===== src/verilog/rxd_map.svh =====
// Purpose: offsets and field positions of the receive descriptor decoder
// Assumes: 8-bit byte address on the register bus, 32-bit data
// Notes: definitions only
`ifndef RXD_MAP_SVH
`define RXD_MAP_SVH

// ****************************************
// register byte offsets
// ****************************************
`define RXD_OFF_WORD_ONE 8'h00
`define RXD_OFF_WORD_TWO 8'h04
`define RXD_OFF_WORD_THREE 8'h08
`define RXD_OFF_CONTROL 8'h0c
`define RXD_OFF_BUF_ADDR 8'h10
`define RXD_OFF_DECODE_INFO 8'h14
`define RXD_OFF_NEXT_DESC 8'h18
`define RXD_OFF_FRAME_FLAGS 8'h1c
`define RXD_OFF_VALID_MASK 8'h20
`define RXD_OFF_IRQ_STATUS 8'h24
`define RXD_OFF_IRQ_MASK 8'h28

// ****************************************
// descriptor field positions
// ****************************************
`define RXD_CHAIN_BIT 31
`define RXD_VIRT_BIT 30
`define RXD_KIND_BIT 29
`define RXD_SIZE_HI 30
`define RXD_SIZE_LO 16
`define RXD_OFFSET_HI 8
`define RXD_OFFSET_LO 0
`define RXD_PFN_HI 22
`define RXD_PFN_LO 0
`define RXD_WORD_TWO_KEEP 32'h7fff01ff

// ****************************************
// frame flag positions and interrupt bits
// ****************************************
`define RXD_FLAG_W 7
`define RXD_FLAG_RUNT 6
`define RXD_FLAG_LONG 5
`define RXD_FLAG_COLL 4
`define RXD_FLAG_TYPE 3
`define RXD_FLAG_DRIB 2
`define RXD_FLAG_CRC 1
`define RXD_FLAG_REST 0
`define RXD_IRQ_W 5
`define RXD_IRQ_DONE 0
`define RXD_IRQ_CHAIN 1
`define RXD_IRQ_ODD_SIZE 2
`define RXD_IRQ_ODD_ADDR 3
`define RXD_IRQ_FRAME 4
`define RXD_RESP_OKAY 2'b00
`define RXD_RESP_SLVERR 2'b10
`endif


===== src/verilog/rxd_pkg.sv =====
// Purpose: shared types of the receive descriptor decoder
// Assumes: nothing beyond the map header
// Notes: gray codes along idle, fetch, done
package rxd_pkg;
    typedef enum logic [1:0]
    {
        rxd_st_idle = 2'b00,
        rxd_st_fetch = 2'b01,
        rxd_st_done = 2'b11
    } rxd_state_type;
    typedef logic [6:0] rxd_flag_type;
endpackage


===== src/verilog/rxd_addr_decode.sv =====
// Purpose: combinational split of the addressing words of a receive descriptor
// Assumes: words are held stable by the caller
// Notes: parity checks only flag host mistakes, they change no address
`include "rxd_map.svh"
module rxd_addr_decode
(
    input wire logic [31:0] word_one,
    input wire logic [31:0] word_two,
    input wire logic [31:0] word_three,
    output logic is_chain,
    output logic is_virtual,
    output logic pte_sys_virtual,
    output logic [14:0] buf_size,
    output logic [8:0] page_off,
    output logic odd_size,
    output logic odd_addr
);
    import rxd_pkg::*;
    always_comb
    begin
        is_chain = word_one[`RXD_CHAIN_BIT];
        is_virtual = word_one[`RXD_VIRT_BIT];
        // kind bit only matters under virtual addressing
        pte_sys_virtual = word_one[`RXD_VIRT_BIT] & word_one[`RXD_KIND_BIT];
        buf_size = word_two[`RXD_SIZE_HI:`RXD_SIZE_LO];
        page_off = word_two[`RXD_OFFSET_HI:`RXD_OFFSET_LO];
        odd_size = buf_size[0];
        if (word_one[`RXD_VIRT_BIT])
        begin
            odd_addr = page_off[0];
        end
        else
        begin
            odd_addr = word_three[0];
        end
    end
endmodule


===== src/verilog/rxd_status_valid.sv =====
// Purpose: per-condition validity of the receive status flags
// Assumes: several conditions may be reported together; meaningless wins
// Notes: bit order follows the flag positions of the map header
`include "rxd_map.svh"
module rxd_status_valid
(
    input wire logic cond_overflow,
    input wire logic cond_late_collision,
    input wire logic cond_runt,
    input wire logic cond_short_runt,
    input wire logic cond_watchdog,
    output rxd_pkg::rxd_flag_type valid_mask
);
    import rxd_pkg::*;
    always_comb
    begin
        valid_mask = '1;
        if (cond_overflow)
        begin
            valid_mask[`RXD_FLAG_RUNT] = 1'b0;
            valid_mask[`RXD_FLAG_COLL] = 1'b0;
            valid_mask[`RXD_FLAG_DRIB] = 1'b0;
            valid_mask[`RXD_FLAG_CRC] = 1'b0;
        end
        if (cond_watchdog)
        begin
            valid_mask[`RXD_FLAG_COLL] = 1'b0;
            valid_mask[`RXD_FLAG_DRIB] = 1'b0;
            valid_mask[`RXD_FLAG_CRC] = 1'b0;
        end
        if (cond_late_collision || cond_runt)
        begin
            valid_mask[`RXD_FLAG_DRIB] = 1'b0;
            valid_mask[`RXD_FLAG_CRC] = 1'b0;
        end
        if (cond_short_runt)
        begin
            valid_mask[`RXD_FLAG_TYPE] = 1'b0;
            valid_mask[`RXD_FLAG_DRIB] = 1'b0;
            valid_mask[`RXD_FLAG_CRC] = 1'b0;
        end
    end
endmodule


===== src/verilog/rxd_decoder.sv =====
// Purpose: receive descriptor address decode with an axi4-lite register port
// Assumes: one outstanding page table fetch; pte_data valid while pte_ack is high
// Notes: software loads the three words, then writes control bit 0 to decode
//
// Design decisions made here: the register offsets and the AXI4-Lite register port.
`include "rxd_map.svh"

module rxd_decoder
(
    input wire logic aclk,
    input wire logic aresetn,
    input wire logic [7:0] s_axi_awaddr,
    input wire logic s_axi_awvalid,
    output logic s_axi_awready,
    input wire logic [31:0] s_axi_wdata,
    input wire logic [3:0] s_axi_wstrb,
    input wire logic s_axi_wvalid,
    output logic s_axi_wready,
    output logic [1:0] s_axi_bresp,
    output logic s_axi_bvalid,
    input wire logic s_axi_bready,
    input wire logic [7:0] s_axi_araddr,
    input wire logic s_axi_arvalid,
    output logic s_axi_arready,
    output logic [31:0] s_axi_rdata,
    output logic [1:0] s_axi_rresp,
    output logic s_axi_rvalid,
    input wire logic s_axi_rready,
    output logic pte_req,
    output logic [31:0] pte_addr,
    output logic pte_sys_virtual,
    input wire logic pte_ack,
    input wire logic [31:0] pte_data,
    input wire logic frame_done,
    input wire rxd_pkg::rxd_flag_type frame_flags,
    input wire logic cond_overflow,
    input wire logic cond_late_collision,
    input wire logic cond_runt,
    input wire logic cond_short_runt,
    input wire logic cond_watchdog,
    output logic [31:0] rx_buf_addr,
    output logic [14:0] rx_buf_len,
    output logic [31:0] next_desc_addr,
    output logic desc_chained,
    output logic decode_done,
    output logic irq
);
    import rxd_pkg::*;

    // ****************************************
    // state
    // ****************************************
    logic [31:0] word_one_reg, word_two_reg, word_three_reg;
    logic [8:0] page_off_reg;
    logic aw_held_reg, w_held_reg;
    logic [7:0] aw_addr_reg;
    logic [31:0] w_data_reg;
    logic [3:0] w_strb_reg;
    logic [`RXD_IRQ_W-1:0] irq_status_reg, irq_status_next, irq_mask_reg, irq_set;
    rxd_flag_type flags_reg, valid_reg, valid_now;
    rxd_state_type state_reg;
    logic is_chain, is_virtual, kind_sys, odd_size, odd_addr;
    logic [14:0] buf_size;
    logic [8:0] page_off;
    logic wr_fire, start, wr_hit;
    logic [31:0] rd_word;
    logic rd_hit;

    function automatic logic [31:0] rxd_merge
    (
        input logic [31:0] old_val,
        input logic [31:0] new_val,
        input logic [3:0] strb
    );
        logic [31:0] res;
        res = old_val;
        for (int i = 0; i < 4; i++)
        begin
            if (strb[i])
            begin
                res[i*8 +: 8] = new_val[i*8 +: 8];
            end
        end
        return res;
    endfunction

    rxd_addr_decode u_decode
    (
        .word_one(word_one_reg),
        .word_two(word_two_reg),
        .word_three(word_three_reg),
        .is_chain(is_chain),
        .is_virtual(is_virtual),
        .pte_sys_virtual(kind_sys),
        .buf_size(buf_size),
        .page_off(page_off),
        .odd_size(odd_size),
        .odd_addr(odd_addr)
    );

    rxd_status_valid u_valid
    (
        .cond_overflow(cond_overflow),
        .cond_late_collision(cond_late_collision),
        .cond_runt(cond_runt),
        .cond_short_runt(cond_short_runt),
        .cond_watchdog(cond_watchdog),
        .valid_mask(valid_now)
    );

    // ****************************************
    // axi4-lite write channel
    // ****************************************
    assign wr_fire = aw_held_reg && w_held_reg && !s_axi_bvalid;
    assign start = wr_fire && (aw_addr_reg == `RXD_OFF_CONTROL) && w_strb_reg[0] && w_data_reg[0];
    always_comb
    begin
        case (aw_addr_reg)
            `RXD_OFF_WORD_ONE, `RXD_OFF_WORD_TWO, `RXD_OFF_WORD_THREE, `RXD_OFF_CONTROL,
            `RXD_OFF_IRQ_STATUS, `RXD_OFF_IRQ_MASK: wr_hit = 1'b1;
            default: wr_hit = 1'b0;
        endcase
    end

    always_ff @(posedge aclk)
    begin
        if (!aresetn)
        begin
            aw_held_reg <= 1'b0;
            w_held_reg <= 1'b0;
            aw_addr_reg <= 8'h00;
            w_data_reg <= 32'h00000000;
            w_strb_reg <= 4'h0;
            s_axi_awready <= 1'b1;
            s_axi_wready <= 1'b1;
            s_axi_bvalid <= 1'b0;
            s_axi_bresp <= `RXD_RESP_OKAY;
        end
        else
        begin
            if (s_axi_awvalid && s_axi_awready)
            begin
                aw_held_reg <= 1'b1;
                aw_addr_reg <= s_axi_awaddr;
                s_axi_awready <= 1'b0;
            end
            if (s_axi_wvalid && s_axi_wready)
            begin
                w_held_reg <= 1'b1;
                w_data_reg <= s_axi_wdata;
                w_strb_reg <= s_axi_wstrb;
                s_axi_wready <= 1'b0;
            end
            if (wr_fire)
            begin
                s_axi_bvalid <= 1'b1;
                s_axi_bresp <= wr_hit ? `RXD_RESP_OKAY : `RXD_RESP_SLVERR;
            end
            if (s_axi_bvalid && s_axi_bready)
            begin
                s_axi_bvalid <= 1'b0;
                aw_held_reg <= 1'b0;
                w_held_reg <= 1'b0;
                s_axi_awready <= 1'b1;
                s_axi_wready <= 1'b1;
            end
        end
    end

    // descriptor words; unused bits of word two are dropped on entry
    always_ff @(posedge aclk)
    begin
        if (!aresetn)
        begin
            word_one_reg <= 32'h00000000;
            word_two_reg <= 32'h00000000;
            word_three_reg <= 32'h00000000;
            irq_mask_reg <= '0;
        end
        else if (wr_fire)
        begin
            case (aw_addr_reg)
                `RXD_OFF_WORD_ONE: word_one_reg <= rxd_merge(word_one_reg, w_data_reg, w_strb_reg);
                `RXD_OFF_WORD_TWO: word_two_reg <= rxd_merge(word_two_reg, w_data_reg, w_strb_reg)
                    & `RXD_WORD_TWO_KEEP;
                `RXD_OFF_WORD_THREE: word_three_reg <= rxd_merge(word_three_reg, w_data_reg,
                    w_strb_reg);
                `RXD_OFF_IRQ_MASK: irq_mask_reg <= w_data_reg[`RXD_IRQ_W-1:0];
                default: ;
            endcase
        end
    end

    // ****************************************
    // axi4-lite read channel
    // ****************************************
    always_comb
    begin
        rd_hit = 1'b1;
        case (s_axi_araddr)
            `RXD_OFF_WORD_ONE: rd_word = word_one_reg;
            `RXD_OFF_WORD_TWO: rd_word = word_two_reg;
            `RXD_OFF_WORD_THREE: rd_word = word_three_reg;
            `RXD_OFF_CONTROL: rd_word = {30'h00000000, state_reg};
            `RXD_OFF_BUF_ADDR: rd_word = rx_buf_addr;
            `RXD_OFF_DECODE_INFO: rd_word = {15'h0000, desc_chained, pte_sys_virtual, rx_buf_len};
            `RXD_OFF_NEXT_DESC: rd_word = next_desc_addr;
            `RXD_OFF_FRAME_FLAGS: rd_word = {25'h0000000, flags_reg};
            `RXD_OFF_VALID_MASK: rd_word = {25'h0000000, valid_reg};
            `RXD_OFF_IRQ_STATUS: rd_word = {27'h0000000, irq_status_reg};
            `RXD_OFF_IRQ_MASK: rd_word = {27'h0000000, irq_mask_reg};
            default:
            begin
                rd_word = 32'h00000000;
                rd_hit = 1'b0;
            end
        endcase
    end

    always_ff @(posedge aclk)
    begin
        if (!aresetn)
        begin
            s_axi_arready <= 1'b1;
            s_axi_rvalid <= 1'b0;
            s_axi_rdata <= 32'h00000000;
            s_axi_rresp <= `RXD_RESP_OKAY;
        end
        else if (s_axi_arvalid && s_axi_arready)
        begin
            s_axi_arready <= 1'b0;
            s_axi_rvalid <= 1'b1;
            s_axi_rdata <= rd_word;
            s_axi_rresp <= rd_hit ? `RXD_RESP_OKAY : `RXD_RESP_SLVERR;
        end
        else if (s_axi_rvalid && s_axi_rready)
        begin
            s_axi_rvalid <= 1'b0;
            s_axi_arready <= 1'b1;
        end
    end

    // ****************************************
    // decode sequence
    // ****************************************
    // a start while a fetch is pending is dropped; software polls control or waits for done
    always_ff @(posedge aclk)
    begin
        if (!aresetn)
        begin
            state_reg <= rxd_st_idle;
            pte_req <= 1'b0;
            pte_addr <= 32'h00000000;
            pte_sys_virtual <= 1'b0;
            page_off_reg <= 9'h000;
            rx_buf_addr <= 32'h00000000;
            rx_buf_len <= 15'h0000;
            next_desc_addr <= 32'h00000000;
            desc_chained <= 1'b0;
            decode_done <= 1'b0;
        end
        else
        begin
            decode_done <= 1'b0;
            case (state_reg)
                rxd_st_idle:
                begin
                    if (start)
                    begin
                        rx_buf_len <= buf_size;
                        desc_chained <= is_chain;
                        pte_sys_virtual <= kind_sys;
                        page_off_reg <= page_off;
                        if (is_chain)
                        begin
                            next_desc_addr <= word_three_reg;
                            state_reg <= rxd_st_done;
                        end
                        else if (is_virtual)
                        begin
                            pte_req <= 1'b1;
                            pte_addr <= word_three_reg;
                            state_reg <= rxd_st_fetch;
                        end
                        else
                        begin
                            rx_buf_addr <= word_three_reg;
                            state_reg <= rxd_st_done;
                        end
                    end
                end
                rxd_st_fetch:
                begin
                    if (pte_ack)
                    begin
                        pte_req <= 1'b0;
                        rx_buf_addr <= {pte_data[`RXD_PFN_HI:`RXD_PFN_LO], page_off_reg};
                        state_reg <= rxd_st_done;
                    end
                end
                rxd_st_done:
                begin
                    decode_done <= 1'b1;
                    state_reg <= rxd_st_idle;
                end
                default: state_reg <= rxd_st_idle;
            endcase
        end
    end

    // ****************************************
    // frame status and interrupts
    // ****************************************
    // flags that carry no meaning are cleared so software cannot misread them
    always_ff @(posedge aclk)
    begin
        if (!aresetn)
        begin
            flags_reg <= '0;
            valid_reg <= '1;
        end
        else if (frame_done)
        begin
            flags_reg <= frame_flags & valid_now;
            valid_reg <= valid_now;
        end
    end

    always_comb
    begin
        irq_set = '0;
        irq_set[`RXD_IRQ_DONE] = (state_reg == rxd_st_done);
        irq_set[`RXD_IRQ_CHAIN] = (state_reg == rxd_st_done) && desc_chained;
        irq_set[`RXD_IRQ_ODD_SIZE] = start && !is_chain && odd_size;
        irq_set[`RXD_IRQ_ODD_ADDR] = start && !is_chain && odd_addr;
        irq_set[`RXD_IRQ_FRAME] = frame_done;
        irq_status_next = irq_status_reg;
        if (wr_fire && (aw_addr_reg == `RXD_OFF_IRQ_STATUS) && w_strb_reg[0])
        begin
            irq_status_next = irq_status_reg & ~w_data_reg[`RXD_IRQ_W-1:0];
        end
        // a new event in the clearing cycle survives
        irq_status_next = irq_status_next | irq_set;
    end

    always_ff @(posedge aclk)
    begin
        if (!aresetn)
        begin
            irq_status_reg <= '0;
            irq <= 1'b0;
        end
        else
        begin
            irq_status_reg <= irq_status_next;
            irq <= |(irq_status_next & irq_mask_reg);
        end
    end

    // ****************************************
    // assertions
    // ****************************************
    chain_target_a: assert property (@(posedge aclk) disable iff (!aresetn)
        (state_reg == rxd_st_idle && start && is_chain) |=> desc_chained
        && next_desc_addr == $past(word_three_reg) ##1 decode_done)
        else $error("chain address not taken from word three");
    direct_addr_a: assert property (@(posedge aclk) disable iff (!aresetn)
        (state_reg == rxd_st_idle && start && !is_chain && !is_virtual)
        |=> !pte_req && !pte_sys_virtual && rx_buf_addr == $past(word_three_reg))
        else $error("physical buffer address wrong");
    pte_issue_a: assert property (@(posedge aclk) disable iff (!aresetn)
        (state_reg == rxd_st_idle && start && !is_chain && is_virtual)
        |=> pte_req && pte_addr == $past(word_three_reg))
        else $error("page table fetch not issued");
    pte_kind_a: assert property (@(posedge aclk) disable iff (!aresetn)
        (state_reg == rxd_st_idle && start && is_virtual)
        |=> pte_sys_virtual == word_one_reg[`RXD_KIND_BIT])
        else $error("entry address kind wrong");
    virt_addr_a: assert property (@(posedge aclk) disable iff (!aresetn)
        (pte_req && pte_ack) |=> !pte_req
        && rx_buf_addr[8:0] == page_off_reg ##1 decode_done)
        else $error("translated address lacks page offset");
    buf_len_a: assert property (@(posedge aclk) disable iff (!aresetn)
        (state_reg == rxd_st_idle && start) |=> rx_buf_len == word_two_reg[`RXD_SIZE_HI:`RXD_SIZE_LO])
        else $error("buffer length not from word two");
    unused_bits_a: assert property (@(posedge aclk) disable iff (!aresetn)
        word_two_reg[31] == 1'b0 && word_two_reg[15:9] == 7'h00)
        else $error("unused word two bits kept");
    overflow_mask_a: assert property (@(posedge aclk) disable iff (!aresetn)
        (frame_done && cond_overflow) |=> valid_reg[`RXD_FLAG_LONG] && !valid_reg[`RXD_FLAG_RUNT]
        && !valid_reg[`RXD_FLAG_COLL] && !flags_reg[`RXD_FLAG_CRC])
        else $error("overflow validity wrong");
    late_coll_a: assert property (@(posedge aclk) disable iff (!aresetn)
        (frame_done && cond_late_collision && !cond_overflow && !cond_watchdog
        && !cond_short_runt) |=> valid_reg == 7'h79)
        else $error("late collision validity wrong");
    short_runt_a: assert property (@(posedge aclk) disable iff (!aresetn)
        (frame_done && cond_short_runt) |=> !valid_reg[`RXD_FLAG_TYPE]
        && !valid_reg[`RXD_FLAG_DRIB] && !flags_reg[`RXD_FLAG_TYPE])
        else $error("short runt validity wrong");
    odd_size_a: assert property (@(posedge aclk) disable iff (!aresetn)
        (start && !is_chain && odd_size) |=> irq_status_reg[`RXD_IRQ_ODD_SIZE])
        else $error("odd size not flagged");
endmodule


===== config.mk =====
export PLATFORM = sky130hd
export DESIGN_NAME = rxd_decoder
export DESIGN_NICKNAME = d
export VERILOG_FILES = /design/src/verilog/rxd_pkg.sv /design/src/verilog/rxd_addr_decode.sv /design/src/verilog/rxd_status_valid.sv /design/src/verilog/rxd_decoder.sv
export VERILOG_INCLUDE_DIRS = /design/src /design/src/verilog
export SDC_FILE = /design/constraint.sdc
export NUM_CORES = 1
export LEC_CHECK = 0
export ABC_AREA = 1
export BUFFER_PORTS_ARGS = -buffer_cell sky130_fd_sc_hd__buf_2
export CAP_MARGIN = 20
export CORE_AREA = 2 2 168 170
export DETAILED_ROUTE_END_ITERATION = 6
export DIE_AREA = 0 0 170 172
export PLACE_DENSITY = 0.74
export SLEW_MARGIN = 20
export SYNTH_ARGS = -nofsm -noshare
export SYNTH_HDL_FRONTEND = slang
export SYNTH_HIERARCHICAL = 1
export SYNTH_SLANG_ARGS = --single-unit

===== constraint.sdc =====
create_clock -name aclk -period 1.6 [get_ports aclk]
set_input_delay 0.16 -clock aclk [delete_from_list [all_inputs] [get_ports aclk]]
set_output_delay 0.16 -clock aclk [all_outputs]
set_load 0.005 [all_outputs]

-- Word-level counts from Yosys, hierarchy flattened
Cells that the tools add are included.
- bits in registers: 324
- bits of input ports: 105
- output and inout bits: 157
- equality and inequality tests: 22
- muxes and demuxes: 33
- bitwise gates (word level): 8
- reduce and logical (&&, ||, !) cells: 47
- operators by type and width (cell ; count):
    $pmux 32 s11 ; 1
    $mux 32 ; 4
    $pmux 32 s2 ; 1
    $eq 8x6->1 const B ; 5
    $reduce_and 3->1 ; 13
    $eq 8x4->1 const B ; 4
    $eq 8x5->1 const B ; 4
    $mux 2 ; 9
    $eq 8x3->1 const B ; 2
    $logic_and 1x1->1 ; 16
    $logic_not 8->1 ; 2
    $mux 1 ; 14
    $reduce_or 11->1 ; 1
    $and 5x5->5 ; 2
    $ne 2x2->1 const B ; 5
    $reduce_and 5->1 ; 2
    $and 7x7->7 ; 1
    $reduce_and 2->1 ; 3
    $reduce_or 6->1 ; 1
    $mux 5 ; 1
    $not 5->5 ; 1
    $or 5x5->5 ; 1
    $reduce_or 5->1 ; 1
    $pmux 2 s2 ; 1
    other kinds (12) ; 15

-- Longest topological paths before layout
- depth after elaboration: 10
- mapped depth: 11
- depth with buffers taken out: 11

-- Cells and area by module
The synthesis kept the hierarchy.
- by module, submodules not included (module ; instances ; cells an instance ; area an instance (sq um) ; seq. area each (sq um)):
    rxd_decoder ; 1 ; 1814 ; 13187.6 ; 6486.2
    rxd_addr_decode ; 1 ; 33 ; 225.2 ; 0.0
    rxd_status_valid ; 1 ; 12 ; 61.3 ; 0.0

-- Worst setup path before layout
Ideal clock, no wire load.
- path kind: flip-flop to flip-flop
- start point: register aw_addr_reg[6]
- end point: register next_desc_addr[10]
- arrival: 1.443 ns
- required time: 1.481 ns
- path slack: 0.037 ns
- stages on the path, launching flop included: 11
- period minus slack after synthesis: 1.563 ns
- cell sequence: dfxtp_1 -> nor2_2 -> nand2_2 -> nor2_2 -> nand2_1 -> nor2_2 -> nand2_1 -> buf_2 -> clkbuf_1 -> o21ai_0 -> a21oi_1
- longest elaborated chain between the ends: 5
- RTL lines (what ; line ; RTL):
    start: declaration ; rxd_decoder.sv:56 ; logic [7:0] aw_addr_reg;
    start signal: assignment ; rxd_decoder.sv:144 ; aw_addr_reg <= s_axi_awaddr;
    $eq 8x4->1 ; - ;
    $logic_and 1x1->1 (3 in series) ; rxd_decoder.sv:115 ; assign start = wr_fire && (aw_addr_reg == `RXD_OFF_CONTROL) && w_strb_reg[0] && w_data_reg[0];
    $reduce_and 3->1 (no source line) ; - ;
    end signal: assignment ; rxd_decoder.sv:276 ; next_desc_addr <= word_three_reg;
    end: declaration ; rxd_decoder.sv:43 ; output logic [31:0] next_desc_addr,
Every way passes these cells.
A chain may end at the register's enable or synchronous reset.

-- Final worst setup path
- start point: register aw_addr_reg[1]
- end point: register next_desc_addr[12]
The elaborated chain is that of the path after synthesis.

==> impl_metrics.yaml <==
sta:
  final.min_clock_period_ps: 1673
  hold_violations: 0
  finalCritPeriodShare_pct: 104.6
  hold-worst-slack_ps: 9.342
  slew_headroom_pct: 64.19
  setup_viol: 78
  maxSlewViolCount: 0
  setup_slack_ps: -73.18
  rsz0062_at_grt: "yes"
  tightest_slew_ps: 537.1
  fmax_mhz: 597.7
  skew_ps: 18.35
  setup_tns_ps: -2743
clock_network:
  cts_tree: "built"
  cts.sinks: 324
  path_clk_slew_ps: 60
  numCtsBuffers: 34
  root_buffer: "clkbuf_16"
  clkLatencyLatePin_ps: 510
  cts_max_level: 2
  cts_max_path_buffers: 3
synthesis:
  netlist_area_mm2: 0.01347
  synth.distinct_cells: 28
  synth_seq_cells: 324
  synth.avg_cell_area_um2: 7.248
  synthCells: 1859
  ys_seq_area_share_pct: 48.14
  yosys_warnings: 6
power:
  power_leakage_nw: 7.317
  p_comb_share_pct: 7.2
  ir_worst_vdd_v: 0.0006499
  p_sw_mw: 3.992
  netSwitchingFraction_pct: 23.29
  total_power_mw: 17.14
  p_int_mw: 13.15
  p_per_area_mw_per_mm2: 961.5
  power_frac_clock_pct: 44.3
  seqPwrFrac_pct: 48.5
floorplanning:
  start_util_pct: 49.04
  num_rows: 61
  die_x_um: 170
  die-area_mm2: 0.02924
  die_h_um: 172
  core_mm2: 0.02748
  io_pins: 262
worst_setup_path:
  required_ps: 2000
  critPathLaunchType: "flop"
  end_kind: "flop"
  crit_type: "flop to flop"
  critPathMaxStageDelay_ps: 330
  crit_path_top_delay_cell: "dfxtp_2"
  worstPathCellList: "nor2_4, nand2_2, nor2_4, nand2_2, buf_4, nor2_4, nand2_2, buf_12, o21ai_0, a21oi_1"
  crit_fanout: 35
  crit_arrival_ps: 2070
grt:
  gr-usage-all-layers_pct: 29.50
  grt.overflow.total: 0
  grt_max_degree: 85
  grt_pass1_wl_um: 67980
  grt_pass1_vias: 12970
  antenna_found_initial: 0
route:
  postRouteAntennaNets: 0
  drt_iter0_drc: 1424
  vias_per_cell: 5.571
  firstDrtPassIters: 7
  drc: 1
  routed_wl_um: 45960
  num_vias: 14200
  routedWlPerCell_um: 18.03
flow_run:
  max_cap_violations: 0
place:
  dp.cells: 2416
  preCtsSetupSlack_ps: -195.4
  port-buffer-count: 250
  hpwl_um: 30330
  gp_congestion: 0.8940
cells_and_area:
  layout-drive-gt1-share_pct: 24.33
  nets: 2292
  finalNonFillerCells: 2549
  area_growth_pct: 32.32
  antenna_cells: 0
worst_hold_path:
  worst_hold_path_type: "input port to flop"
outcome:
  violations: "DRC, setup timing"
  status: "finished with violations"
## what timing repair did
action,CTS,global route
gates resized for setup,52,151
pin swaps,13,27
hold buffers,55,1
endpoints found under the hold margin,53,1
gates cloned,2,4
setup endpoints to repair,169,212
buffers inserted,15,5
## critical path: cells and delay by family (launching register included)
family                 cells  cell delay (ps)
DFF                        1              330
buffers and inverters      2              340
and+or+nand+nor            6              650
AOI/OAI and AO/OA          2              220
## cell families (layout without fill, tap and decap cells)
logic type / after synthesis / after routing / synth area share (%)
flops: 324 / 324 / 48.14
simple gates: 571 / 571 / 17.57
buf+inv: 350 / 692 / 11.01
other cells: 2 / 4 / 0.05574
compound gates: 612 / 612 / 23.22
## layer usage
metal  GRT usage (%)  wire length, µm  vias up
met5               0                0        -
met4           12.67             2031        0
met3           5.013             4194      158
met2           48.73            21060      775
met1           38.30            18680     6547
li1                -                -     6720
## synthesized netlist by cell type
master	count	area share [%]
buf_4	38	2.1
o211ai_1	21	1.2
a21oi_1	298	11
o21ai_0	282	10
nand4_1	3	0.14
o21ai_1	2	0.074
nand2_1	338	9.4
nor2_4	1	0.084
nand3_2	1	0.074
nand4_2	1	0.093
a311oi_1	1	0.065
nor4_2	1	0.093
nor2_2	17	0.79
dfxtp_1	324	48
nor3_1	4	0.15
inv_1	202	5.6
nand3_1	98	3.6
buf_1	3	0.084
nand2_2	2	0.093
inv_2	5	0.14
buf_2	22	0.82
nor2_1	101	2.8
clkbuf_1	78	2.2
or2_2	1	0.046
and3_1	3	0.14
conb_1	2	0.056
o22ai_1	8	0.37
clkinv_1	2	0.056
## cells in the final DEF (no fill, tap or decap), drive strengths merged, types with 3 or more instances in the layout
cell type / count
buf: 373
nand2: 340
dfxtp: 324
a21oi: 298
o21ai: 284
inv: 207
nor2: 119
nand3: 99
dlygate4sd3: 56
clkbuf: 48
o211ai: 21
o22ai: 8
clkinv: 7
nor3: 4
conb: 4
nand4: 4
and3: 3
## power groups by stage
stage                     registers (mW)  logic, mW  clock network [mW]
after detailed placement            8.46      0.978                   0
after global placement              8.46      0.961                   0
after CTS                           8.30       1.13                7.61
after global routing                8.32       1.35                7.92
after floorplan                     8.45      0.518                   0
final                               8.31       1.24                7.59
## stage by stage
stage	util (%)	area (µm²)
6_report	64.89	17830
5_1_grt	64.89	17830
4_1_cts	63.42	17420
3_5_place_dp	56.60	15550
3_3_place_gp	56.60	15550
2_1_floorplan	-	13480
## path summary, 6_finish.rpt
| path | to | slack (ps) | depth (start not counted) | from |
|---|---|---|---|---|
| max | next_desc_addr[12] | -70 | 10 | aw_addr_reg[1] |
| min | w_data_reg[23] | 9 | 3 | s_axi_wdata[23] |
| min reg2reg | pte_addr[9] | 440 | 2 | pte_addr[9] |
| max reg2reg | next_desc_addr[12] | -70 | 10 | aw_addr_reg[1] |
## cell type report
| type | instances | area [µm²] |
|---|---|---|
| Fill cell | 2286 | 9647 |
| Sequential cell | 324 | 6496 |
| Multi-Input combinational cell | 1187 | 5867 |
| Timing Repair Buffer | 431 | 3197 |
| Clock buffer | 46 | 977.2 |
| Inverter | 209 | 789.5 |
| Tap cell | 346 | 432.9 |
| Clock inverter | 6 | 70.07 |
No activity file was read; power rests on OpenSTA's default activity.
